===== src/iep_pkg.sv =====
// Purpose: Shared constants and helpers for the interrupt priority core
// Assumes: Eight request levels, 32-bit register bus
// Notes: Level n has rank (n - lowest - 1) mod 8, rank 0 wins
package iep_pkg;
  localparam int IEP_AW = 8;
  // ----------------------------------------
  // Register offsets
  // ----------------------------------------
  localparam logic [7:0] IEP_OFS_CTRL = 8'h00;
  localparam logic [7:0] IEP_OFS_CMD = 8'h04;
  localparam logic [7:0] IEP_OFS_MASK = 8'h08;
  localparam logic [7:0] IEP_OFS_STAT = 8'h0C;
  localparam logic [7:0] IEP_OFS_ISTAT = 8'h10;
  localparam logic [7:0] IEP_OFS_IMASK = 8'h14;
  // ----------------------------------------
  // Field positions
  // ----------------------------------------
  localparam int IEP_CTRL_AEOS = 0;
  localparam int IEP_CTRL_C16 = 1;
  localparam int IEP_CTRL_RAUTO = 2;
  localparam int IEP_ST_ISR = 8;
  localparam int IEP_ST_LOW = 16;
  localparam int IEP_ST_INT = 19;
  localparam int IEP_ST_CNT = 20;
  localparam int IEP_CMD_OP = 4;
  localparam int IEP_EV_ACK = 0;
  localparam int IEP_EV_INT = 1;
  localparam int IEP_EV_ROT = 2;
  // ----------------------------------------
  // Reset values and counts
  // ----------------------------------------
  localparam logic [7:0] IEP_MASK_RST = 8'h00;
  localparam logic [2:0] IEP_LOWEST_RST = 3'h7;
  localparam logic [2:0] IEP_DEFAULT_LVL = 3'h7;
  localparam logic [1:0] IEP_PULSES_8B = 2'h3;
  localparam logic [1:0] IEP_PULSES_16B = 2'h2;
  localparam logic [1:0] IEP_RESP_OK = 2'h0;
  localparam logic [1:0] IEP_RESP_ERR = 2'h2;
  typedef enum logic [2:0] {
    IEP_OP_NOP = 3'b000,
    IEP_OP_EOS_NS = 3'b001,
    IEP_OP_EOS_SP = 3'b010,
    IEP_OP_ROT_NS = 3'b011,
    IEP_OP_SET_PRI = 3'b100,
    IEP_OP_ROT_SP = 3'b101,
    IEP_OP_RAUTO_SET = 3'b110,
    IEP_OP_RAUTO_CLR = 3'b111
  } iep_op_e;
  typedef enum logic [2:0] {
    IEP_R_CTRL = 3'b000,
    IEP_R_CMD = 3'b001,
    IEP_R_MASK = 3'b010,
    IEP_R_STAT = 3'b011,
    IEP_R_ISTAT = 3'b100,
    IEP_R_IMASK = 3'b101,
    IEP_R_NONE = 3'b111
  } iep_reg_e;
  function automatic iep_reg_e iep_sel(input logic [IEP_AW-1:0] a);
    case (a)
      IEP_OFS_CTRL: return IEP_R_CTRL;
      IEP_OFS_CMD: return IEP_R_CMD;
      IEP_OFS_MASK: return IEP_R_MASK;
      IEP_OFS_STAT: return IEP_R_STAT;
      IEP_OFS_ISTAT: return IEP_R_ISTAT;
      IEP_OFS_IMASK: return IEP_R_IMASK;
      default: return IEP_R_NONE;
    endcase
  endfunction : iep_sel
  function automatic logic [2:0] iep_rank(input logic [2:0] lvl, input logic [2:0] low);
    return 3'(lvl - low - 3'h1);
  endfunction : iep_rank
endpackage : iep_pkg


===== src/iep_pri_if.sv =====
// Purpose: Carries vectors to the priority resolver and its verdict back
// Assumes: Single clock, purely combinational resolver
// Notes: None
`timescale 1ns/1ns
interface iep_pri_if;
  logic [2:0] lowest;
  logic [7:0] req_vec;
  logic [7:0] isr_vec;
  logic [2:0] req_win;
  logic req_ok;
  logic [2:0] isr_top;
  logic isr_any;
  logic grant;
  modport core (output lowest, output req_vec, output isr_vec,
    input req_win, input req_ok, input isr_top, input isr_any, input grant);
  modport res (input lowest, input req_vec, input isr_vec,
    output req_win, output req_ok, output isr_top, output isr_any, output grant);
endinterface : iep_pri_if


===== src/iep_resolve.sv =====
// Purpose: Circular priority resolver for requests and in-service bits
// Assumes: Level after lowest is highest
// Notes: Default level returned when nothing pending
`timescale 1ns/1ns
module iep_resolve (
  iep_pri_if.res pri
);
  import iep_pkg::*;
  logic [2:0] lvl;
  always_comb begin
    pri.req_ok = 1'b0;
    pri.req_win = IEP_DEFAULT_LVL;
    pri.isr_any = 1'b0;
    pri.isr_top = IEP_DEFAULT_LVL;
    lvl = 3'h0;
    // Walk ranks low priority to high, last hit wins
    for (int r = 7; r >= 0; r--) begin
      lvl = 3'(pri.lowest + 3'(r) + 3'h1);
      if (pri.req_vec[lvl]) begin
        pri.req_ok = 1'b1;
        pri.req_win = lvl;
      end
      if (pri.isr_vec[lvl]) begin
        pri.isr_any = 1'b1;
        pri.isr_top = lvl;
      end
    end
    // Equal or lower levels blocked by service
    pri.grant = pri.req_ok && (!pri.isr_any ||
      (iep_rank(pri.req_win, pri.lowest) < iep_rank(pri.isr_top, pri.lowest)));
  end
endmodule : iep_resolve


===== src/iep_top.sv =====
// How it works
// - Auto mode: non-specific end at trailing edge of last acknowledge pulse
// - Auto mode frees the in-service bit right after acknowledge
// - Rotate non-specific: clear top in-service bit, make it lowest
// - Rotate-auto setting rotates after each final acknowledge pulse
// - Set priority makes named level lowest, in-service untouched
// - Priority resolved only on request arrival or removal, acknowledge activity or end-of-service commands
// - Rotate specific clears named bit and makes that level lowest
// - Eight-bit mask, one bit per input, one masks
// - Mask gates latch outputs only, latch still sets
// - Unmasking a pending active request raises an interrupt
// - Request gone before unmask gives no interrupt
// - Reset gives level 0 highest, level 7 lowest
// - Acknowledge sets in-service bit, blocking equal or lower levels
// - Non-specific end clears top bit, specific clears named bit
//
// Purpose: Priority, end-of-service and mask core with AXI4-Lite access
// Assumes: Level requests, active high acknowledge strobe
// Notes: Commands written to the command register
//
// Design decisions made here: the register offsets and the AXI4-Lite slave port.
`timescale 1ns/1ns
module iep_top (
  input logic aclk,
  input logic aresetn,
  input logic [iep_pkg::IEP_AW-1:0] s_axi_awaddr,
  input logic s_axi_awvalid,
  output logic s_axi_awready,
  input logic [31:0] s_axi_wdata,
  input logic [3:0] s_axi_wstrb,
  input logic s_axi_wvalid,
  output logic s_axi_wready,
  output logic [1:0] s_axi_bresp,
  output logic s_axi_bvalid,
  input logic s_axi_bready,
  input logic [iep_pkg::IEP_AW-1:0] s_axi_araddr,
  input logic s_axi_arvalid,
  output logic s_axi_arready,
  output logic [31:0] s_axi_rdata,
  output logic [1:0] s_axi_rresp,
  output logic s_axi_rvalid,
  input logic s_axi_rready,
  input logic [7:0] request_inputs,
  input logic interrupt_acknowledge_strobe,
  output logic int_req,
  output logic [2:0] ack_level,
  output logic irq
);
  import iep_pkg::*;
  typedef struct packed {
    logic awready, wready, bvalid, arready, rvalid;
    logic [1:0] bresp, rresp;
    logic [31:0] rdata;
    logic aw_got, w_got;
    logic [IEP_AW-1:0] waddr;
    logic [31:0] wdata;
    logic wlane0;
    logic [7:0] req_s1, req_s2, latch, gated_prev, mask, in_service_bits;
    logic ack_s1, ack_s2, ack_s3;
    logic [1:0] ack_cnt;
    logic [2:0] ack_level, lowest;
    logic auto_eos, cpu16, rot_auto, int_req, eval_pend;
    logic [2:0] ev, ev_mask;
    logic irq;
  } iep_st_s;
  localparam iep_st_s ST_RST = '{lowest: IEP_LOWEST_RST, mask: IEP_MASK_RST,
    default: '0};
  iep_st_s r;
  iep_st_s n;
  iep_pri_if pri();
  logic [7:0] gated, isr_top_oh, win_oh, lvl_oh, isr_clr, isr_set;
  logic [2:0] cmd_lvl, ev_set;
  logic [1:0] fin_cnt;
  logic ack_rise, ack_fall, ack_first, fin, aeos_act, do_wr, cmd_go, eos_cmd;
  iep_op_e op;
  iep_reg_e wsel;
  iep_reg_e rsel;
  // ----------------------------------------
  // Resolver
  // ----------------------------------------
  assign gated = r.latch & ~r.mask;
  assign pri.lowest = r.lowest;
  assign pri.req_vec = gated;
  assign pri.isr_vec = r.in_service_bits;
  iep_resolve u_res (
    .pri(pri.res)
  );
  // ----------------------------------------
  // Next state
  // ----------------------------------------
  always_comb begin
    n = r;
    isr_top_oh = 8'h01 << pri.isr_top;
    win_oh = 8'h01 << pri.req_win;
    cmd_lvl = r.wdata[2:0];
    lvl_oh = 8'h01 << cmd_lvl;
    op = iep_op_e'(r.wdata[IEP_CMD_OP+2:IEP_CMD_OP]);
    wsel = iep_sel(r.waddr);
    rsel = iep_sel(s_axi_araddr);
    isr_clr = 8'h00;
    isr_set = 8'h00;
    ev_set = 3'h0;
    // Input synchronisers
    n.req_s1 = request_inputs;
    n.req_s2 = r.req_s1;
    n.ack_s1 = interrupt_acknowledge_strobe;
    n.ack_s2 = r.ack_s1;
    n.ack_s3 = r.ack_s2;
    n.latch = r.req_s2;
    n.gated_prev = gated;
    // Acknowledge pulse tracking
    ack_rise = r.ack_s2 && !r.ack_s3;
    ack_fall = !r.ack_s2 && r.ack_s3;
    fin_cnt = r.cpu16 ? IEP_PULSES_16B : IEP_PULSES_8B;
    ack_first = ack_rise && (r.ack_cnt == 2'h0);
    fin = ack_fall && (r.ack_cnt == fin_cnt);
    aeos_act = r.auto_eos || r.rot_auto;
    if (ack_rise && !fin) begin
      n.ack_cnt = 2'(r.ack_cnt + 2'h1);
    end
    if (ack_first) begin
      isr_set = win_oh;
      n.ack_level = pri.req_win;
    end
    if (fin) begin
      n.ack_cnt = 2'h0;
      ev_set[IEP_EV_ACK] = 1'b1;
      if (aeos_act) begin
        isr_clr = isr_top_oh;
      end
      if (r.rot_auto && pri.isr_any) begin
        n.lowest = pri.isr_top;
        ev_set[IEP_EV_ROT] = 1'b1;
      end
    end
    // AXI write channel
    if (s_axi_awvalid && r.awready) begin
      n.aw_got = 1'b1;
      n.waddr = s_axi_awaddr;
    end
    if (s_axi_wvalid && r.wready) begin
      n.w_got = 1'b1;
      n.wdata = s_axi_wdata;
      n.wlane0 = s_axi_wstrb[0];
    end
    if (r.bvalid && s_axi_bready) begin
      n.bvalid = 1'b0;
    end
    do_wr = r.aw_got && r.w_got && !r.bvalid;
    cmd_go = do_wr && r.wlane0 && (wsel == IEP_R_CMD);
    eos_cmd = 1'b0;
    if (do_wr) begin
      n.aw_got = 1'b0;
      n.w_got = 1'b0;
      n.bvalid = 1'b1;
      n.bresp = (wsel == IEP_R_NONE) ? IEP_RESP_ERR : IEP_RESP_OK;
    end
    if (do_wr && r.wlane0) begin
      case (wsel)
        IEP_R_CTRL: begin
          n.auto_eos = r.wdata[IEP_CTRL_AEOS];
          n.cpu16 = r.wdata[IEP_CTRL_C16];
        end
        IEP_R_MASK: n.mask = r.wdata[7:0];
        IEP_R_IMASK: n.ev_mask = r.wdata[2:0];
        default: n.ev_mask = n.ev_mask;
      endcase
    end
    // Commands
    if (cmd_go) begin
      case (op)
        IEP_OP_EOS_NS: begin
          isr_clr = isr_clr | isr_top_oh;
          eos_cmd = 1'b1;
        end
        IEP_OP_EOS_SP: begin
          isr_clr = isr_clr | lvl_oh;
          eos_cmd = 1'b1;
        end
        IEP_OP_ROT_NS: begin
          eos_cmd = 1'b1;
          if (pri.isr_any) begin
            isr_clr = isr_clr | isr_top_oh;
            n.lowest = pri.isr_top;
            ev_set[IEP_EV_ROT] = 1'b1;
          end
        end
        IEP_OP_SET_PRI: begin
          n.lowest = cmd_lvl;
          ev_set[IEP_EV_ROT] = 1'b1;
        end
        IEP_OP_ROT_SP: begin
          isr_clr = isr_clr | lvl_oh;
          n.lowest = cmd_lvl;
          eos_cmd = 1'b1;
          ev_set[IEP_EV_ROT] = 1'b1;
        end
        IEP_OP_RAUTO_SET: n.rot_auto = 1'b1;
        IEP_OP_RAUTO_CLR: n.rot_auto = 1'b0;
        default: eos_cmd = 1'b0;
      endcase
    end
    // Set wins over clear
    n.in_service_bits = (r.in_service_bits & ~isr_clr) | isr_set;
    // Resolve only on arrivals, removals, acknowledge activity and end-of-service commands
    n.eval_pend = (|(gated & ~r.gated_prev)) || (|(r.gated_prev & ~gated)) ||
      ack_first || fin || eos_cmd;
    if (r.eval_pend) begin
      n.int_req = pri.grant && (r.ack_cnt == 2'h0);
    end
    if (ack_first) begin
      n.int_req = 1'b0;
    end
    ev_set[IEP_EV_INT] = n.int_req && !r.int_req;
    // Read channel
    if (r.rvalid && s_axi_rready) begin
      n.rvalid = 1'b0;
    end
    if (s_axi_arvalid && r.arready) begin
      n.rvalid = 1'b1;
      n.rresp = (rsel == IEP_R_NONE) ? IEP_RESP_ERR : IEP_RESP_OK;
      n.rdata = 32'h0000_0000;
      case (rsel)
        IEP_R_CTRL: begin
          n.rdata[IEP_CTRL_AEOS] = r.auto_eos;
          n.rdata[IEP_CTRL_C16] = r.cpu16;
          n.rdata[IEP_CTRL_RAUTO] = r.rot_auto;
        end
        IEP_R_MASK: n.rdata[7:0] = r.mask;
        IEP_R_STAT: begin
          n.rdata[7:0] = r.latch;
          n.rdata[IEP_ST_ISR+7:IEP_ST_ISR] = r.in_service_bits;
          n.rdata[IEP_ST_LOW+2:IEP_ST_LOW] = r.lowest;
          n.rdata[IEP_ST_INT] = r.int_req;
          n.rdata[IEP_ST_CNT+1:IEP_ST_CNT] = r.ack_cnt;
        end
        IEP_R_ISTAT: n.rdata[2:0] = r.ev;
        IEP_R_IMASK: n.rdata[2:0] = r.ev_mask;
        default: n.rdata = 32'h0000_0000;
      endcase
    end
    // Event status, write one clears, set wins
    if (do_wr && r.wlane0 && (wsel == IEP_R_ISTAT)) begin
      n.ev = r.ev & ~r.wdata[2:0];
    end
    n.ev = n.ev | ev_set;
    n.irq = |(n.ev & n.ev_mask);
    n.awready = !n.aw_got && !n.bvalid;
    n.wready = !n.w_got && !n.bvalid;
    n.arready = !n.rvalid;
  end
  always_ff @(posedge aclk) begin
    if (!aresetn) begin
      r <= ST_RST;
    end else begin
      r <= n;
    end
  end
  // ----------------------------------------
  // Outputs
  // ----------------------------------------
  assign s_axi_awready = r.awready;
  assign s_axi_wready = r.wready;
  assign s_axi_bresp = r.bresp;
  assign s_axi_bvalid = r.bvalid;
  assign s_axi_arready = r.arready;
  assign s_axi_rdata = r.rdata;
  assign s_axi_rresp = r.rresp;
  assign s_axi_rvalid = r.rvalid;
  assign int_req = r.int_req;
  assign ack_level = r.ack_level;
  assign irq = r.irq;
  // ----------------------------------------
  // Checks
  // ----------------------------------------
  AST_AEOS_CLEAR: assert property (@(posedge aclk) disable iff (!aresetn)
    (fin && aeos_act) |=> ((r.in_service_bits & $past(isr_top_oh)) == 8'h00))
    else $error("auto end did not clear in-service bit");
  AST_AEOS_FREE: assert property (@(posedge aclk) disable iff (!aresetn)
    (fin && aeos_act && !cmd_go) |=> (r.in_service_bits == ($past(r.in_service_bits) & ~$past(isr_top_oh))))
    else $error("auto end left wrong in-service state");
  AST_ROT_NS: assert property (@(posedge aclk) disable iff (!aresetn)
    (cmd_go && op == IEP_OP_ROT_NS && pri.isr_any && !fin && !ack_first)
    |=> (r.lowest == $past(pri.isr_top)) && !r.in_service_bits[$past(pri.isr_top)])
    else $error("rotate non-specific wrong");
  AST_AUTO_ROT: assert property (@(posedge aclk) disable iff (!aresetn)
    (fin && r.rot_auto && pri.isr_any && !cmd_go) |=> (r.lowest == $past(pri.isr_top)))
    else $error("automatic rotation missing");
  AST_SET_PRI: assert property (@(posedge aclk) disable iff (!aresetn)
    (cmd_go && op == IEP_OP_SET_PRI && !ack_first && !fin)
    |=> (r.lowest == $past(cmd_lvl)) && $stable(r.in_service_bits))
    else $error("set priority wrong");
  AST_HOLD_INT: assert property (@(posedge aclk) disable iff (!aresetn)
    (!r.eval_pend && !ack_first) |=> $stable(r.int_req))
    else $error("interrupt changed without resolution");
  AST_ROT_SP: assert property (@(posedge aclk) disable iff (!aresetn)
    (cmd_go && op == IEP_OP_ROT_SP && !ack_first)
    |=> (r.lowest == $past(cmd_lvl)) && !r.in_service_bits[$past(cmd_lvl)])
    else $error("rotate specific wrong");
  AST_MASK_WR: assert property (@(posedge aclk) disable iff (!aresetn)
    (do_wr && r.wlane0 && wsel == IEP_R_MASK) |=> (r.mask == $past(r.wdata[7:0])))
    else $error("mask write lost");
  AST_LATCH: assert property (@(posedge aclk) disable iff (!aresetn)
    1'b1 |=> (r.latch == $past(r.req_s2)))
    else $error("latch not following input");
  AST_UNMASK: assert property (@(posedge aclk) disable iff (!aresetn)
    ((|(gated & ~r.gated_prev)) && !pri.isr_any && (r.ack_cnt == 2'h0) && !ack_rise)
    ##1 ((gated != 8'h00) && !ack_first) |=> r.int_req)
    else $error("unmasked request not raised");
  AST_GONE: assert property (@(posedge aclk) disable iff (!aresetn)
    (gated == 8'h00) [*2] |=> !r.int_req)
    else $error("interrupt without pending request");
  AST_RST_PRI: assert property (@(posedge aclk)
    !aresetn |=> (r.lowest == IEP_LOWEST_RST) && (r.in_service_bits == 8'h00))
    else $error("reset priority wrong");
  AST_ISR_SET: assert property (@(posedge aclk) disable iff (!aresetn)
    ack_first |=> ((r.in_service_bits & $past(win_oh)) != 8'h00) && !r.int_req)
    else $error("acknowledge did not set in-service");
  AST_SPEC_EOS: assert property (@(posedge aclk) disable iff (!aresetn)
    (cmd_go && op == IEP_OP_EOS_SP && !ack_first) |=> !r.in_service_bits[$past(cmd_lvl)])
    else $error("specific end did not clear");
endmodule : iep_top


===== config.mk =====
export PLATFORM = sky130hd
export DESIGN_NAME = iep_top
export DESIGN_NICKNAME = d
export VERILOG_FILES = /design/src/iep_pkg.sv /design/src/iep_pri_if.sv /design/src/iep_resolve.sv /design/src/iep_top.sv
export SDC_FILE = /design/constraint.sdc
export NUM_CORES = 1
export LEC_CHECK = 0
export BUFFER_PORTS_ARGS = -buffer_cell sky130_fd_sc_hd__buf_2
export CAP_MARGIN = 10
export CORE_AREA = 2 2 154 194
export CTS_BUF_LIST = sky130_fd_sc_hd__clkbuf_2
export CTS_CLUSTER_SIZE = 8
export DETAILED_ROUTE_END_ITERATION = 7
export DIE_AREA = 0 0 156 196
export GPL_TIMING_DRIVEN = 0
export MAX_ROUTING_LAYER = met4
export SYNTH_ARGS = -nofsm -noshare
export SYNTH_HDL_FRONTEND = slang
export SYNTH_SLANG_ARGS = --single-unit

===== constraint.sdc =====
create_clock -name aclk -period 5.15 [get_ports aclk]
set_clock_uncertainty 0.15 [all_clocks]
set_input_delay 0.7725 -clock aclk [delete_from_list [all_inputs] [get_ports aclk]]
set_output_delay 0.7725 -clock aclk [all_outputs]
set_load 0.02 [all_outputs]

## Word level (Yosys, flattened, before mapping)

Index checks and enable logic that the tools add are counted.

- Bits in registers: 121
- Latch bits: 0
- Bits in writable memories: 0
- Memory bits (read-only): 0
- Output and inout bits: 46
- Memories: 0

- $add $sub $neg: 19
- Multipliers: 0
- Div/mod/pow operators: 0
- Order comparisons: 9
- Equality and inequality tests: 28
- Shift operators: 3
- Mux-type cells: 104
- Bitwise logic cells: 16
- Reductions and logical operators: 53

Operator list:

| kind | number |
|---|---|
| $mux 3 | 23 |
| $bmux 1 s3 | 16 |
| $mux 1 | 48 |
| $mux 8 | 5 |
| $pmux 3 s6 | 2 |
| $and 8x8->8 | 4 |
| $eq 8x4->1 const B | 4 |
| $eq 8x5->1 const B | 4 |
| $lt 3x4->1 const B | 8 |
| $not 8->8 | 4 |
| $eq 3x3->1 const B | 10 |
| $add 3x1->3 const B | 8 |
| $or 8x8->8 | 3 |
| $pmux 8 s3 | 1 |
| $shl 1x3->8 const A | 3 |
| $logic_and 1x1->1 | 21 |
| $eq 8x3->1 const B | 2 |
| $logic_not 8->1 | 2 |
| $reduce_or 8->1 | 2 |
| $eq 3x2->1 const B | 5 |
| $pmux 3 s5 | 1 |
| $mux 14 | 1 |
| $add 3x3->3 const B | 4 |
| $logic_not 1->1 | 10 |
| other kinds (23) | 41 |

## Logic depth before layout (Yosys ltp)

- Depth after elaboration: 24
- Mapped depth: 21

## Hierarchy

Synthesis repeated with hierarchy kept, for this count alone.

- Cells, all modules: 821
- Area, all modules: 7018.0 um^2

By module, submodules not included:

| module | instances | cells each | area an instance (um^2) | seq. area each (um^2) |
|---|---|---|---|---|
| iep_top | 1 | 616 | 5271.3 | 2382.3 |
| iep_resolve | 1 | 205 | 1746.7 | 0.0 |

## Worst setup path before layout

No wires, ideal clock.

- Kind: register -> register
- Start: register r, in the netlist pri.lowest[1]
- End: register r, in the netlist irq
- Library setup time: 0.087 ns
- Arrival: 4.879 ns
- Required time: 4.913 ns
- Setup slack: 0.034 ns
- Cell stages (with the launch flop): 21
- Path through: dfxtp_1 buf_2 inv_1 clkbuf_1 ha_1 clkbuf_1 xnor2_1 mux4_2 a2111oi_0 o211ai_1 a21oi_1 inv_1 fa_1 xnor2_1 xnor2_1 ha_1 nor2b_1 o21ai_0 and4_1 a22oi_1 o31ai_1

- Cells in the longest elaborated chain, start to end: 24
- Elaborated cells between the ends (all ways): 99
- Those cells by class: add/sub: 18; order compare: 1; mux: 71; bitwise: 2; reduce/logical: 7

RTL lines:

| element | RTL line | source |
|---|---|---|
| from (decl) | iep_top.sv:68 | `iep_st_s r;` |
| from (signal assigned) | iep_top.sv:256 | `r <= n;` |
| $add 3x3->3 | iep_resolve.sv:18 | `lvl = 3'(pri.lowest + 3'(r) + 3'h1);` |
| $add 3x1->3 | iep_resolve.sv:18 |  |
| $bmux 1 s3 | iep_resolve.sv:19 | `if (pri.req_vec[lvl]) begin` |
| $mux 1 (implied by the code) | iep_resolve.sv:19 |  |
| $mux 3 (7 in series) | iep_resolve.sv:19 |  |
| $mux 3 * | iep_resolve.sv:19 |  |
| via pri.req_win[1] | iep_pri_if.sv:9 | `logic [2:0] req_win;` |
| $sub 3x3->3 * | iep_pkg.sv:70 | `return 3'(lvl - low - 3'h1);` |
| [... 3 more ...] | - |  |
| $logic_and 1x1->1 * | iep_resolve.sv:29 | `pri.grant = pri.req_ok && (!pri.isr_any \|\|` |
| $logic_and 1x1->1 * | iep_top.sv:209 | `n.int_req = pri.grant && (r.ack_cnt == 2'h0);` |
| $mux 1 * | iep_top.sv:208 | `if (r.eval_pend) begin` |
| $mux 1 * | iep_top.sv:211 | `if (ack_first) begin` |
| $logic_and 1x1->1 * | iep_top.sv:214 | `ev_set[IEP_EV_INT] = n.int_req && !r.int_req;` |
| $or 3x3->3 * | iep_top.sv:246 | `n.ev = n.ev \| ev_set;` |
| $and 3x3->3 * | iep_top.sv:247 | `n.irq = \|(n.ev & n.ev_mask);` |
| $reduce_or 3->1 * | iep_top.sv:247 |  |

Mark *: on every way through the listed nets, which the timed path passes. The rest lies on a longest branch. The select of a mux whose other input is x is not followed.
A chain may end at the register's enable or synchronous reset.

## Worst setup path after layout

Same ends and word-level chain as after synthesis.

==> results.cfg <==
[sta]
period_share = 0.964
min_period_ps = 4960
setup_viol = 0
finalHoldViolCount = 0
fin_hold_ws_ps = 156
relSlewSlack = 0.346
final_max_slew_viol_count = 0
worst_pin_slew_ps = 974
rsz0062_at_grt = no
max_freq_mhz = 201

[yosys]
synth_top_family_by_area = simple AND/OR/NAND/NOR gates
syn_area_sq_um = 7120
synth_mux_area_frac = 0.140
synth_edf_count = 0
yosysSeqAreaShare = 0.334
synthFlopType = dfxtp_1
synth-simple-area-share = 0.230
ys_warn_count = 0
synthAdderAreaFrac = 0.0232
synth.distinct_cells = 81
synth_compound_area_frac = 0.163
synthArstFlopShare = 0
syn_inst = 817
avgSynthCellArea_sq_um = 8.72
synth-xor-area-share = 0.0263
synth.ff_latch_count = 119

[clock_tree]
cts_buffer_depth = 2
cts_tree = built
numCtsBuffers = 17
cts_sinks = 119
clk_pin_slew_ps = 170
h-tree-depth = 4
cts_root_buffer = clkbuf_2
clock_latency_ps = 680

[floorplan]
start_util = 0.247
dieArea_sq_um = 30600
core_region_area_sq_um = 28800
die_h_um = 196
die_x_um = 156
ioPinCount = 114
row_count = 70

[worst_setup_path]
critPathMaxStageDelay_ps = 620
endpoint_kind = flip-flop
worstPathRequired_ps = 5570
arrival_ps = 5390
cp.buffers_inverters = 4
start_kind = flip-flop
crit_chain = buf_4, inv_2, buf_8, ha_4, xor2_4, mux4_2, a311oi_2, o211ai_1, a21oi_4, inv_1, fa_1, xnor2_1, xnor2_1, ha_1, nor2b_1, o21ai_2, and4_4, a22oi_1, o31ai_2
crit_family = compound AO/OA/AOI/OAI gates
critPathMaxFanout = 12
critPathKind = flip-flop to flip-flop
crit_top_cell = xnor2_1
cpMaxStageDelayCell = mux4_2

[pwr]
p_seq_frac = 0.546
pwr-share-clk = 0.331
cellPowerDensity_nw_per_um2 = 210
comb_power_share = 0.123
power.leakage_nw = 3.31
intPower_mw = 1.26
sw_frac_of_total = 0.291
power_switching_mw = 0.517
vdd_drop_max_v = 0.000138

[global_route]
use_met3 = 0.0272
grt_max_degree = 17
grt_use_met1 = 0.155
grt_first_pass_wirelength_um = 34500
grt_pass1_vias = 6334
grtUsageMet2 = 0.266
track_usage = 0.149
busiest_layer = met2
antenna_found_initial = 1
grt-ovfl-total = 0

[finish]
design_area_sq_um = 8450
stdcell_count = 1305
nFillCells = 3074
drive_above_1_share = 0.255
fin_nets = 1011
area_delta_synth_final_pct = 18.6

[placement]
post-dp-hpwl_um = 17100
numPortBuffers = 74
dp.cells = 1262
gp_congestion = 0.930
placed_area_sq_um = 7990

[drt]
viasPerCell = 5.02
wl_per_cell_um = 17.0
ant_nets = 0
drtIter0Drc = 503
drc = 0
vias = 6548
drt_pass1_iterations = 5
drt_wl_total_um = 22100

[run_status]
status = finished, final reports clean

[worst_hold_path]
min-delay-path-class = input pin to flip-flop

[job]
maxCapViolations = 0
-- cell families after synthesis --
group,Yosys count
other,1
adders and majority gates,12
buffers and inverters,106
DFF,119
muxes,64
AOI/OAI and AO/OA,168
and+or+nand+nor,328
xor gates and xnor gates,19
-- final timing paths --
kind         cells past startpoint               from  slack (ps)    end
max                             19      pri.lowest[1]         190    irq
min                              2  request_inputs[1]         160  n[56]
max reg2reg                     19      pri.lowest[1]         190    irq
min reg2reg                      1              n[59]         290  n[51]
-- cell usage after synthesis (8+ instances only) --
cell type | number | area [sq um]
a211oi_1 | 8 | 60.1
a21oi_1 | 66 | 330
a22oi_1 | 10 | 75.1
and2_1 | 36 | 225
buf_2 | 8 | 40.0
buf_4 | 41 | 308
clkbuf_1 | 31 | 116
dfxtp_1 | 119 | 2380
ha_1 | 10 | 125
inv_1 | 19 | 71.3
mux2_2 | 9 | 101
mux2i_1 | 26 | 260
mux4_2 | 26 | 586
nand2_1 | 97 | 364
nand2b_1 | 18 | 113
nand3_1 | 29 | 145
nor2_1 | 66 | 248
nor2b_1 | 16 | 100
nor3_1 | 24 | 120
o211ai_1 | 10 | 75.1
o21ai_0 | 12 | 60.1
o22ai_1 | 8 | 50.1
xnor2_1 | 16 | 140
-- worst reg2reg max path, stage by stage, from the launching register on --
cell and delay [ps]:
dfxtp_2 370, buf_4 180, inv_2 110, buf_8 180, ha_4 250, xor2_4 250, mux4_2 620, a311oi_2 340
o211ai_1 210, a21oi_4 250, inv_1 80, fa_1 410, xnor2_1 150, xnor2_1 140, ha_1 290, nor2b_1 150
o21ai_2 160, and4_4 270, a22oi_1 100, o31ai_2 240
-- sequential cells by signal, indices dropped and copies added, names as in the netlist, 3 cells and up --
register,count
s_axi_rdata,22
op,3
n,18
pri.lowest,3
pri.isr_vec,8
ack_level,3
r,50
cmd_lvl,3
-- metal layers --
layer	wire [um]	vias up
met4	1090	0
met2	11600	226
met3	1050	69
li1	-	3126
met1	8420	3127
met5	0	-
-- final cells by class --
| type | count | area, sq um | area share |
|---|---|---|---|
| Antenna cell | 1 | 2.50 | 0.000296 |
| Inverter | 21 | 81.3 | 0.00962 |
| Sequential cell | 119 | 2380 | 0.282 |
| Clock buffer | 19 | 95.1 | 0.0113 |
| Timing Repair Buffer | 86 | 460 | 0.0545 |
| Tap cell | 360 | 450 | 0.0533 |
| Buffer | 83 | 532 | 0.0629 |
| Multi-Input combinational cell | 603 | 4320 | 0.511 |
| Clock inverter | 13 | 130 | 0.0154 |
-- power by group through the flow --
| stage | Sequential [mW] | Clock (mW) | Combinational (mW) |
|---|---|---|---|
| floorplan | 0.986 | 0 | 0.138 |
| global placement | 0.989 | 0 | 0.209 |
| detailed placement | 0.989 | 0 | 0.211 |
| CTS | 0.970 | 0.602 | 0.217 |
| global route | 0.974 | 0.641 | 0.239 |
| finish | 0.970 | 0.588 | 0.219 |
-- stage by stage --
step                      power [mW]  utilization  setup TNS [ps]  worst slack [ps]
final                           1.78        0.293               0               185
after global routing            1.85        0.293               0              13.5
after CTS                       1.79        0.290               0              19.9
after detailed placement        1.20        0.277           -4200             -1550
after global placement          1.20        0.277           -4290             -1600
after floorplan                 1.12            -               0              33.8
-- layout by cell type, fill, tap and decap left out, types with 21 or more instances in the layout --
cell type	synthesis	final
nor2_1	66	66
nor3_1	24	24
buf_4	41	53
dfxtp_1	119	118
and2_1	36	36
mux4_2	26	26
nand2_1	97	97
clkbuf_2	0	21
clkbuf_1	31	27
buf_2	8	79
mux2i_1	26	25
nand3_1	29	29
a21oi_1	66	64
-- repair_timing --
action / 4_1_cts / 5_1_grt
hold buffers: 0 / 0
pin swaps: 5 / 3
setup endpoints to repair: 3 / 3
gates resized for setup: 25 / 13
hold endpoints to repair: 0 / 0
gates cloned: 0 / 0
setup buffers: 6 / 6
Note: power is estimated with default switching activity, not from simulation.
